[src/hw/twdt_pkg.sv]
// Package with register map, field layout and reset values of the watchdog
package twdt_pkg;

   // Bus geometry
   localparam int unsigned ADDR_WIDTH = 8;
   localparam int unsigned DATA_WIDTH = 32;

   // Register byte offsets
   localparam logic [7:0] OFFS_RELOAD   = 8'h00;
   localparam logic [7:0] OFFS_VALUE    = 8'h04;
   localparam logic [7:0] OFFS_CONTROL  = 8'h08;
   localparam logic [7:0] OFFS_INTCLEAR = 8'h0C;
   localparam logic [7:0] OFFS_RAWSTAT  = 8'h10;
   localparam logic [7:0] OFFS_MASKSTAT = 8'h14;
   localparam logic [7:0] OFFS_LOCK     = 8'h18;

   // Control register field positions
   localparam int unsigned CTRL_COUNT_EN_BIT = 0;
   localparam int unsigned CTRL_INT_EN_BIT   = 1;
   localparam int unsigned CTRL_RESET_EN_BIT = 2;
   localparam int unsigned CTRL_STALL_EN_BIT = 3;

   // Status and lock field positions
   localparam int unsigned STAT_INT_BIT    = 0;
   localparam int unsigned LOCK_STATE_BIT  = 0;

   // Unlock key, value is arbitrary
   localparam logic [31:0] UNLOCK_KEY = 32'h5A5A_0001;

   // Reset values
   localparam logic [31:0] RELOAD_RESET = 32'hFFFF_FFFF;
   localparam logic [31:0] COUNT_RESET  = 32'hFFFF_FFFF;
   localparam logic [31:0] ZERO_WORD    = 32'h0000_0000;

   // AXI response codes
   localparam logic [1:0] RESP_OKAY   = 2'h0;
   localparam logic [1:0] RESP_SLVERR = 2'h2;

   // Configuration held behind the lock
   typedef struct packed {
      logic stall_en;
      logic reset_en;
      logic int_en;
      logic count_en;
   } twdt_ctrl_type;

   localparam twdt_ctrl_type CTRL_RESET = '{
      stall_en: 1'b0,
      reset_en: 1'b0,
      int_en:   1'b0,
      count_en: 1'b0
   };

   // Write request as latched from the bus
   typedef struct packed {
      logic [7:0]  addr;
      logic [31:0] data;
      logic [3:0]  strb;
   } twdt_write_type;

endpackage : twdt_pkg

[src/hw/twdt_counter.sv]
// Watchdog down counter with reload and zero detection
module twdt_counter (
   // Clock and reset
   input  wire logic        aclk,
   input  wire logic        aresetn,
   // Control
   input  wire logic        run,
   input  wire logic        load,
   input  wire logic [31:0] load_value,
   // Status
   output logic      [31:0] count,
   output logic             zero_hit
);

   // A forced load takes the counter, yet a zero in that cycle still counts
   assign zero_hit = run && (count == twdt_pkg::ZERO_WORD);

   always_ff @(posedge aclk) begin
      if (!aresetn) begin
         count <= twdt_pkg::COUNT_RESET;
      end else if (load) begin
         count <= load_value;
      end else if (zero_hit) begin
         count <= load_value;
      end else if (run) begin
         count <= count - 32'h0000_0001;
      end
   end

endmodule : twdt_counter

[src/hw/twdt_top.sv]
// Two-stage watchdog timer with AXI4-Lite register slave
//
// Our own choices: the AXI4-Lite register port and the address map.
module twdt_top (
   // Clock and reset
   input  wire logic        aclk,
   input  wire logic        aresetn,
   // AXI4-Lite write address
   input  wire logic [7:0]  s_axi_awaddr,
   input  wire logic [2:0]  s_axi_awprot,
   input  wire logic        s_axi_awvalid,
   output logic             s_axi_awready,
   // AXI4-Lite write data
   input  wire logic [31:0] s_axi_wdata,
   input  wire logic [3:0]  s_axi_wstrb,
   input  wire logic        s_axi_wvalid,
   output logic             s_axi_wready,
   // AXI4-Lite write response
   output logic [1:0]       s_axi_bresp,
   output logic             s_axi_bvalid,
   input  wire logic        s_axi_bready,
   // AXI4-Lite read address
   input  wire logic [7:0]  s_axi_araddr,
   input  wire logic [2:0]  s_axi_arprot,
   input  wire logic        s_axi_arvalid,
   output logic             s_axi_arready,
   // AXI4-Lite read data
   output logic [31:0]      s_axi_rdata,
   output logic [1:0]       s_axi_rresp,
   output logic             s_axi_rvalid,
   input  wire logic        s_axi_rready,
   // Debug state of the core
   input  wire logic        dbg_halt,
   // Watchdog outputs
   output logic             wdt_irq,
   output logic             wdt_sys_reset
);

   // Register state
   twdt_pkg::twdt_ctrl_type   ctrl;
   logic [31:0]               reload_value;
   logic                      locked;
   logic                      int_pending;
   logic                      sys_reset;

   // Write channel capture
   logic                      aw_held;
   logic                      w_held;
   logic [7:0]                aw_addr;
   logic [31:0]               w_data;
   logic [3:0]                w_strb;
   twdt_pkg::twdt_write_type  wr;
   logic                      wr_fire;

   // Decoded write strobes
   logic                      wr_reload;
   logic                      wr_control;
   logic                      wr_intclear;
   logic                      wr_lock;
   logic                      wr_mapped;
   logic                      wr_any_byte;
   logic [31:0]               next_reload_value;

   // Counter interface
   logic [31:0]               count;
   logic                      zero_hit;
   logic                      run;
   logic                      stalled;
   logic                      cnt_load;
   logic                      enable_edge;

   // Read side
   logic                      masked_status_select;
   logic                      masked_int;
   logic [31:0]               next_rdata;
   logic                      next_rd_ok;

   // Protection bits carry no meaning for this block
   logic                      prot_unused;
   assign prot_unused = ^{s_axi_awprot, s_axi_arprot};

   //------------------------------------------------------------------
   // Write address and data, accepted in either order
   //------------------------------------------------------------------
   assign s_axi_awready = !aw_held;
   assign s_axi_wready  = !w_held;

   always_ff @(posedge aclk) begin
      if (!aresetn) begin
         aw_held <= 1'b0;
         aw_addr <= 8'h00;
      end else if (s_axi_awvalid && s_axi_awready) begin
         aw_held <= 1'b1;
         aw_addr <= s_axi_awaddr;
      end else if (wr_fire) begin
         aw_held <= 1'b0;
      end
   end

   always_ff @(posedge aclk) begin
      if (!aresetn) begin
         w_held <= 1'b0;
         w_data <= 32'h0000_0000;
         w_strb <= 4'h0;
      end else if (s_axi_wvalid && s_axi_wready) begin
         w_held <= 1'b1;
         w_data <= s_axi_wdata;
         w_strb <= s_axi_wstrb;
      end else if (wr_fire) begin
         w_held <= 1'b0;
      end
   end

   // Both halves held and no response still owed
   assign wr_fire = aw_held && w_held && !s_axi_bvalid;

   assign wr.addr = {aw_addr[7:2], 2'h0};
   assign wr.data = w_data;
   assign wr.strb = w_strb;

   assign wr_any_byte = |wr.strb;
   assign wr_reload   = wr_fire && (wr.addr == twdt_pkg::OFFS_RELOAD);
   assign wr_control  = wr_fire && (wr.addr == twdt_pkg::OFFS_CONTROL);
   assign wr_intclear = wr_fire && (wr.addr == twdt_pkg::OFFS_INTCLEAR);
   assign wr_lock     = wr_fire && (wr.addr == twdt_pkg::OFFS_LOCK);

   // Read-only registers accept a write silently
   always_comb begin
      case (wr.addr)
         twdt_pkg::OFFS_RELOAD,
         twdt_pkg::OFFS_VALUE,
         twdt_pkg::OFFS_CONTROL,
         twdt_pkg::OFFS_INTCLEAR,
         twdt_pkg::OFFS_RAWSTAT,
         twdt_pkg::OFFS_MASKSTAT,
         twdt_pkg::OFFS_LOCK: wr_mapped = 1'b1;
         default:             wr_mapped = 1'b0;
      endcase
   end

   // Write response one cycle after both halves are in
   always_ff @(posedge aclk) begin
      if (!aresetn) begin
         s_axi_bvalid <= 1'b0;
         s_axi_bresp  <= twdt_pkg::RESP_OKAY;
      end else if (wr_fire) begin
         s_axi_bvalid <= 1'b1;
         s_axi_bresp  <= wr_mapped ? twdt_pkg::RESP_OKAY
                                   : twdt_pkg::RESP_SLVERR;
      end else if (s_axi_bready) begin
         s_axi_bvalid <= 1'b0;
      end
   end

   //------------------------------------------------------------------
   // Lock
   //------------------------------------------------------------------
   // Key unlocks, any other value locks
   always_ff @(posedge aclk) begin
      if (!aresetn) begin
         locked <= 1'b0;
      end else if (wr_lock && wr_any_byte) begin
         if (wr.data == twdt_pkg::UNLOCK_KEY) begin
            locked <= 1'b0;
         end else begin
            locked <= 1'b1;
         end
      end
   end

   //------------------------------------------------------------------
   // Reload value
   //------------------------------------------------------------------
   genvar b;
   generate
      for (b = 0; b < 4; b++) begin : g_reload_lane
         assign next_reload_value[8*b +: 8] = wr.strb[b]
            ? wr.data[8*b +: 8] : reload_value[8*b +: 8];
      end
   endgenerate

   always_ff @(posedge aclk) begin
      if (!aresetn) begin
         reload_value <= twdt_pkg::RELOAD_RESET;
      end else if (wr_reload && !locked) begin
         reload_value <= next_reload_value;
      end
   end

   //------------------------------------------------------------------
   // Control
   //------------------------------------------------------------------
   // Count and interrupt enables are set-only; a started watchdog halts only on reset or on dbg_halt with stall enabled
   always_ff @(posedge aclk) begin
      if (!aresetn) begin
         ctrl <= twdt_pkg::CTRL_RESET;
      end else if (wr_control && wr.strb[0] && !locked) begin
         if (wr.data[twdt_pkg::CTRL_COUNT_EN_BIT]) begin
            ctrl.count_en <= 1'b1;
            ctrl.int_en   <= 1'b1;
         end else if (wr.data[twdt_pkg::CTRL_INT_EN_BIT]) begin
            ctrl.int_en   <= 1'b1;
         end
         ctrl.reset_en <= wr.data[twdt_pkg::CTRL_RESET_EN_BIT];
         ctrl.stall_en <= wr.data[twdt_pkg::CTRL_STALL_EN_BIT];
      end
   end

   //------------------------------------------------------------------
   // Counter
   //------------------------------------------------------------------
   assign enable_edge = wr_control && wr.strb[0] && !locked && !ctrl.count_en
                        && wr.data[twdt_pkg::CTRL_COUNT_EN_BIT];

   // Debug halt is taken as synchronous to aclk, no filtering
   assign stalled = ctrl.stall_en && dbg_halt;
   assign run     = ctrl.count_en && !stalled;

   // Fresh reload value on enable, reload write or interrupt clear
   assign cnt_load = enable_edge
                  || (wr_reload && !locked)
                  || (wr_intclear && wr_any_byte);

   twdt_counter u_counter (
      .aclk       (aclk),
      .aresetn    (aresetn),
      .run        (run),
      .load       (cnt_load),
      .load_value (cnt_load && wr_reload ? next_reload_value
                                         : reload_value),
      .count      (count),
      .zero_hit   (zero_hit)
   );

   //------------------------------------------------------------------
   // Interrupt and system reset
   //------------------------------------------------------------------
   // A timeout in the clearing cycle keeps the flag set
   // Clear ignores the lock so a handler can always drop the line
   always_ff @(posedge aclk) begin
      if (!aresetn) begin
         int_pending <= 1'b0;
      end else if (zero_hit) begin
         int_pending <= 1'b1;
      end else if (wr_reload && !locked
                   && next_reload_value == twdt_pkg::ZERO_WORD) begin
         int_pending <= 1'b1;
      end else if (wr_intclear && wr_any_byte) begin
         int_pending <= 1'b0;
      end
   end

   // Held until the system reset clears the whole block
   always_ff @(posedge aclk) begin
      if (!aresetn) begin
         sys_reset <= 1'b0;
      end else if (zero_hit && int_pending && ctrl.reset_en) begin
         sys_reset <= 1'b1;
      end
   end

   assign masked_int    = int_pending && ctrl.int_en;
   assign wdt_irq       = masked_int;
   assign wdt_sys_reset = sys_reset;

   //------------------------------------------------------------------
   // Read channel
   //------------------------------------------------------------------
   // One read at a time; the address is decoded while it is offered
   assign s_axi_arready        = !s_axi_rvalid;
   assign masked_status_select = ({s_axi_araddr[7:2], 2'h0}
                                  == twdt_pkg::OFFS_MASKSTAT);

   always_comb begin
      next_rdata = 32'h0000_0000;
      next_rd_ok = 1'b1;
      case ({s_axi_araddr[7:2], 2'h0})
         twdt_pkg::OFFS_RELOAD: begin
            next_rdata = reload_value;
         end
         twdt_pkg::OFFS_VALUE: begin
            next_rdata = count;
         end
         twdt_pkg::OFFS_CONTROL: begin
            next_rdata[twdt_pkg::CTRL_COUNT_EN_BIT] = ctrl.count_en;
            next_rdata[twdt_pkg::CTRL_INT_EN_BIT]   = ctrl.int_en;
            next_rdata[twdt_pkg::CTRL_RESET_EN_BIT] = ctrl.reset_en;
            next_rdata[twdt_pkg::CTRL_STALL_EN_BIT] = ctrl.stall_en;
         end
         twdt_pkg::OFFS_INTCLEAR: begin
            next_rdata = 32'h0000_0000;
         end
         twdt_pkg::OFFS_RAWSTAT,
         twdt_pkg::OFFS_MASKSTAT: begin
            next_rdata[twdt_pkg::STAT_INT_BIT] =
               masked_status_select ? masked_int : int_pending;
         end
         twdt_pkg::OFFS_LOCK: begin
            next_rdata[twdt_pkg::LOCK_STATE_BIT] = locked;
         end
         default: begin
            next_rd_ok = 1'b0;
         end
      endcase
   end

   always_ff @(posedge aclk) begin
      if (!aresetn) begin
         s_axi_rvalid <= 1'b0;
         s_axi_rdata  <= 32'h0000_0000;
         s_axi_rresp  <= twdt_pkg::RESP_OKAY;
      end else if (s_axi_arvalid && s_axi_arready) begin
         s_axi_rvalid <= 1'b1;
         s_axi_rdata  <= next_rdata;
         s_axi_rresp  <= next_rd_ok ? twdt_pkg::RESP_OKAY
                                    : twdt_pkg::RESP_SLVERR;
      end else if (s_axi_rready) begin
         s_axi_rvalid <= 1'b0;
      end
   end

   // Late clears by software: the handler should clear early

endmodule : twdt_top

[config.mk]
export PLATFORM = sky130hd
export DESIGN_NAME = twdt_top
export DESIGN_NICKNAME = d
export VERILOG_FILES = /design/src/hw/twdt_pkg.sv /design/src/hw/twdt_counter.sv /design/src/hw/twdt_top.sv
export SDC_FILE = /design/constraint.sdc
export NUM_CORES = 1
export LEC_CHECK = 0
export BUFFER_PORTS_ARGS = -buffer_cell sky130_fd_sc_hd__buf_4
export CAP_MARGIN = 10
export CORE_MARGIN = 2
export CORE_UTILIZATION = 55
export CTS_CLUSTER_DIAMETER = 200
export DETAILED_ROUTE_END_ITERATION = 6
export PLACE_DENSITY = 0.79
export REMOVE_ABC_BUFFERS = 1
export SLEW_MARGIN = 30
export SYNTH_ARGS = -nofsm -noshare
export SYNTH_HDL_FRONTEND = slang
export SYNTH_SLANG_ARGS = --single-unit
[constraint.sdc]
create_clock -name aclk -period 3 [get_ports aclk]
set_clock_uncertainty 0.1 [all_clocks]
set_input_delay 0.15 -clock aclk [delete_from_list [all_inputs] [get_ports aclk]]
set_output_delay 0.15 -clock aclk [all_outputs]
set_load 0.02 [all_outputs]
# Word-level counts from Yosys, hierarchy flattened
# Cells that the tools add are included.
[totals]
elab_cells = 112
register_bits = 155
[op_classes]
eq_ne = 13
n_reduce_logical = 50
muxes = 29
addsub = 1
[op_table]
columns = ["op", "n"]
rows = [
  ["$mux 32", 4],
  ["$logic_not 32->1", 2],
  ["$pmux 28 s2", 1],
  ["$eq 6x3->1 const B", 6],
  ["$eq 32x31->1 const B", 1],
  ["$mux 8", 4],
  ["$sub 32x1->32 const B", 1],
  ["$eq 6x2->1 const B", 4],
  ["$logic_and 1x1->1", 24],
  ["$mux 1", 16],
  ["$reduce_or 7->1", 2],
  ["$eq 6x1->1 const B", 2],
  ["$reduce_bool 2->1", 5],
  ["$pmux 3 s3", 1],
  ["$logic_not 8->1", 1],
  ["$logic_not 1->1", 7],
  ["$logic_not 6->1", 1],
  ["$reduce_bool 3->1", 2],
  ["$pmux 1 s5", 1],
  ["$mux 2", 2],
  ["$reduce_and 2->1", 2],
  ["$reduce_or 4->1", 1],
  ["$logic_or 1x1->1", 2],
  ["$reduce_or 2->1", 1],
]

# Logic depth before layout (Yosys ltp)
[logic_depth]
ltp_word = 13
depth_mapped = 10
ltp_nobuf = 8

# Cells and area by module
# Synthesis repeated with hierarchy kept, for this count alone.
[unflattened]
hier_cells = 831
area_unflattened_um2 = 7191.9
[by_module_without_submodules]
columns = ["module", "instances", "area_per_inst_um2", "cells_per_inst"]
rows = [
  ["twdt_top", 1, 4928.5, 551],
  ["twdt_counter", 1, 2263.4, 280],
]

# Worst setup path before layout
# OpenSTA, ideal clock, no wires.
[synth_timing]
path_type = "flip-flop to flip-flop"
start = "register u_counter.count[18]"
end = "register u_counter.count[21]"
path_stages_with_launch = 10
path_buffers = 3
setup_time_ns = 0.122
t_arrival_ns = 2.494
setup_slack_ns = 0.284
synth_period_minus_slack_ns = 2.716
cell_sequence = "dfxtp_1 > buf_6 > or4_4 > or3_1 > buf_2 > or4_4 > nand2_4 > buf_6 > nand2_1 > a221o_1"
[synth_between]
elab_chain_len = 4
word_cells_on_any_way = 7
classes_between = "add/sub (1); mux (3); reduce/logical (3)"
[synth_lines]
columns = ["item", "line", "text"]
rows = [
  ["from (decl)", "twdt_counter.sv:11", "output logic [31:0] count,"],
  ["from (signal assigned)", "twdt_counter.sv:20", "count <= twdt_pkg::COUNT_RESET;"],
  ["from (signal assigned)", "twdt_counter.sv:22", "count <= load_value;"],
  ["from (signal assigned)", "twdt_counter.sv:24", "count <= load_value;"],
  ["$sub 32x1->32 / $logic_not 32->1 (equally long branches)", "twdt_counter.sv:26, twdt_counter.sv:16", ""],
  ["$mux 32 / $logic_and 1x1->1 (equally long branches)", "twdt_counter.sv:25, twdt_counter.sv:16", ""],
  ["$mux 32", "twdt_counter.sv:23", "end else if (zero_hit) begin"],
  ["$mux 32", "twdt_counter.sv:21", "end else if (load) begin"],
]
# Parallel ways exist; a longest one is shown, timed or not. The select of a mux whose other input is x is not followed.
# A chain may end at the register's enable or synchronous reset.

# Worst setup path in the final report
[layout_timing]
start = "register u_counter.count[18]"
end = "register u_counter.count[1]"
[layout_between]
elab_chain_len = 4
word_cells_on_any_way = 5
classes_between = "mux (2); reduce/logical (3)"
[layout_lines]
columns = ["item", "line", "text"]
rows = [
  ["$logic_not 32->1 *", "twdt_counter.sv:16", "assign zero_hit = run && (count == twdt_pkg::ZERO_WORD);"],
  ["$logic_and 1x1->1 *", "twdt_counter.sv:16", ""],
  ["$mux 32", "twdt_counter.sv:23", ""],
  ["$mux 32", "twdt_counter.sv:21", ""],
]
# Every way passes the cells marked *; elsewhere a longest branch is shown, timed or not.

==> flow_metrics.tcl <==
set metrics [dict create \
    cp_cell_sequence "or4_4 > or3_1 > or4_4 > nand2_4 > mux2_2 > o211ai_1" \
    rows 42 \
    pwr_density_cell_mw_per_mm2 537.4 \
    drt_iter0_drc 645 \
    ys.flop_type "dfxtp_1" \
    overflow 0 \
    ys_top_cells_by_area "dfxtp_1 (41%), mux2i_1 (9.5%), nand2_1 (6.3%), a21oi_1 (6.0%), nor2_1 (4.6%)" \
    maxSlewHeadroom 0.4775 \
    crit_path_max_fanout 13 \
    synth_top_area_frac 0.4143 \
    avgViaCountPerCell 6.004 \
    yosysSeqAreaShare 0.4143 \
    synth_edf_count 0 \
    critPathCaptureType "register" \
    ys_async_sr_fraction 0 \
    internal_power_mw 3.898 \
    drc_errors 0 \
    fillers 983 \
    gp_congestion 0.9385 \
    portBuffers 96 \
    p_switching_mw 1.174 \
    syn_area_per_cell_um2 8.171 \
    routed_wl_um 21590 \
    switching_share 0.2315 \
    grt_usage 0.3152 \
    max_cap_violations 0 \
    arrival_ns 3.10 \
    clk_pin_slew_ns 0.06 \
    timing.fmax_mhz 352.1 \
    core_area_mm2 0.01309 \
    max_stage_delay_ns 0.59 \
    yosys.area.top_type "dfxtp_1" \
    crit_top_cell "or4_4" \
    wl_per_cell_um 17.74 \
    first_pass_iters 6 \
    ys_warn_count 0 \
    crit_required_ns 3.26 \
    tightest_slew_ns 0.7802 \
    worstSetupStartpointType "register" \
    cts_setup_buffers 0 \
    drv_slew 0 \
    layout-drive-gt1-share 0.1988 \
    synth_seq_cells 151 \
    post-dp-hpwl_um 13870 \
    grt_pass1_vias 7128 \
    ctsHoldBuffers 50 \
    clk_path_buf_depth 2 \
    cts_buffers 17 \
    start_util 0.5577 \
    antenna_left 0 \
    p_comb_frac 0.098 \
    cts_resized 0 \
    cts_tree "built" \
    ir_worst_vdd_uv 392.4 \
    cts_max_level 4 \
    hold_violations 0 \
    tns_ns 0 \
    diodes 0 \
    outcome "finished, final reports clean" \
    period_share 0.9467 \
    post-route-cell-area_mm2 0.009438 \
    critPathKind "register to register" \
    hp-class "primary input to register" \
    grt_pass1_wl_um 35670 \
    clock-sinks 151 \
    share_seq_of_total_power 0.423 \
    root_buffer "clkbuf_16" \
    power.leakage_nw 3.651 \
    synth_cells 893 \
    worst_path_max_delay_cell "or4_4" \
    die_area_mm2 0.01421 \
    layout-area-overhead-vs-synth_pct 29.34 \
    detailroute.via_count 7307 \
    period_needed_ns 2.840 \
    grt_max_degree 94 \
    grt_antenna_before_repair 0 \
    setup-violations-final 0 \
    dieWidth_um 119.2 \
    dpl_cell_area_mm2 0.008263 \
    nets 1097 \
    clock_latency_ns 0.44 \
    rsz0062_at_grt "false" \
    die_h_um 119.2 \
    syn-cell-area_mm2 0.007297 \
    clkPwrFrac 0.478 \
    yosysUniqueCellTypes 62 \
    num_io_pins 109 \
]
## power groups by stage
stage,clock [mW],combinational [mW],sequential [mW]
after global routing,2.51,0.542,2.15
after floorplan,0,0.229,2.17
after global placement,0,0.427,2.18
after detailed placement,0,0.435,2.19
final,2.43,0.499,2.15
after CTS,2.43,0.490,2.14
## cells by family (layout without fill, tap and decap cells)
group	count (synthesis)	after routing	synth area share
compound gates	192	192	0.1584
fa+ha+maj	2	2	0.003429
buf+inv	80	227	0.04544
flops	151	151	0.4143
mux	80	80	0.1116
other cells	1	2	0.0005139
simple gates	387	387	0.2663
## cells in the mapped netlist (10+ instances only)
cell	count
or2_2	10
o22ai_1	10
nor4_1	28
dfxtp_1	151
nor2_1	89
nor3_1	51
inv_1	12
nand4_1	13
o21ai_0	31
nand3_1	17
a21oi_1	87
nand2_1	122
mux2i_1	69
mux2_2	11
clkbuf_1	53
o31ai_1	10
## routing by layer
layer	GRT usage	routed length, um	vias to the layer above
met2	0.5212	10170	333
met5	0	0	-
met1	0.3967	9157	3422
li1	-	-	3497
met4	0.1362	685	0
met3	0.06753	1579	55
## cell usage in the layout (no fill, tap or decap), types with 10 or more instances in the layout
cell	count
o31ai_1	10
nor4_1	28
o21ai_0	31
o22ai_1	10
nor2_1	89
dlygate4sd3_1	50
dfxtp_1	151
nand4_1	13
inv_1	11
clkbuf_16	17
nand3_1	17
nand2_1	121
mux2i_1	69
nor3_1	51
mux2_2	11
buf_4	133
or2_2	10
a21oi_1	87
## flip-flops by register name (all words and copies together) (netlist names), 4 cells and up
name	count
aw_addr	6
reload_value	32
ctrl	4
w_strb	4
u_counter.count	32
w_data	32
s_axi_rdata	32
## final cells by class
| type | count | area [um2] | share of cell area |
|---|---|---|---|
| clock inverter | 7 | 162.7 | 0.01723 |
| inverter | 12 | 45.04 | 0.004773 |
| sequential | 151 | 3023 | 0.3203 |
| timing repair buffer | 184 | 1519 | 0.1609 |
| clock buffer | 24 | 511.7 | 0.05422 |
| tap | 176 | 220.2 | 0.02333 |
| multi-input combinational | 663 | 3956 | 0.4192 |
## per-stage QoR
stage / total power, mW / instances / hold slack (ns) / worst slack [ns] / util
CTS: 5.066 / 1217 / 0.07145 / 0.1708 / 0.7213
floorplan: 2.404 / 826 / 0.1119 / 0.2156 / -
global route: 5.204 / 1217 / 0.1179 / 0.09256 / 0.7213
detailed placement: 2.621 / 1136 / 0.2431 / 0.2305 / 0.6315
finish: 5.072 / 1217 / 0.08136 / 0.1599 / 0.7213
global placement: 2.611 / 1136 / 0.2392 / 0.2444 / 0.6311
## path summary, 6_finish.rpt
path | start | to | slack (ns) | cells after the start
setup reg to reg | u_counter.count[18] | u_counter.count[1] | 0.16 | 6
hold / removal | s_axi_araddr[4] | s_axi_rdata[1] | 0.08 | 4
hold reg to reg | w_data[5] | w_data[5] | 0.38 | 2
setup / recovery | u_counter.count[18] | u_counter.count[1] | 0.16 | 6
## critical path: cells and delay by family, from the launching register on
family,cells,cell delay (ns)
and+or+nand+nor,4,1.81
AOI/OAI and AO/OA,1,0.16
DFF,1,0.32
muxes,1,0.37
Note: power is estimated with default switching activity, not from simulation.
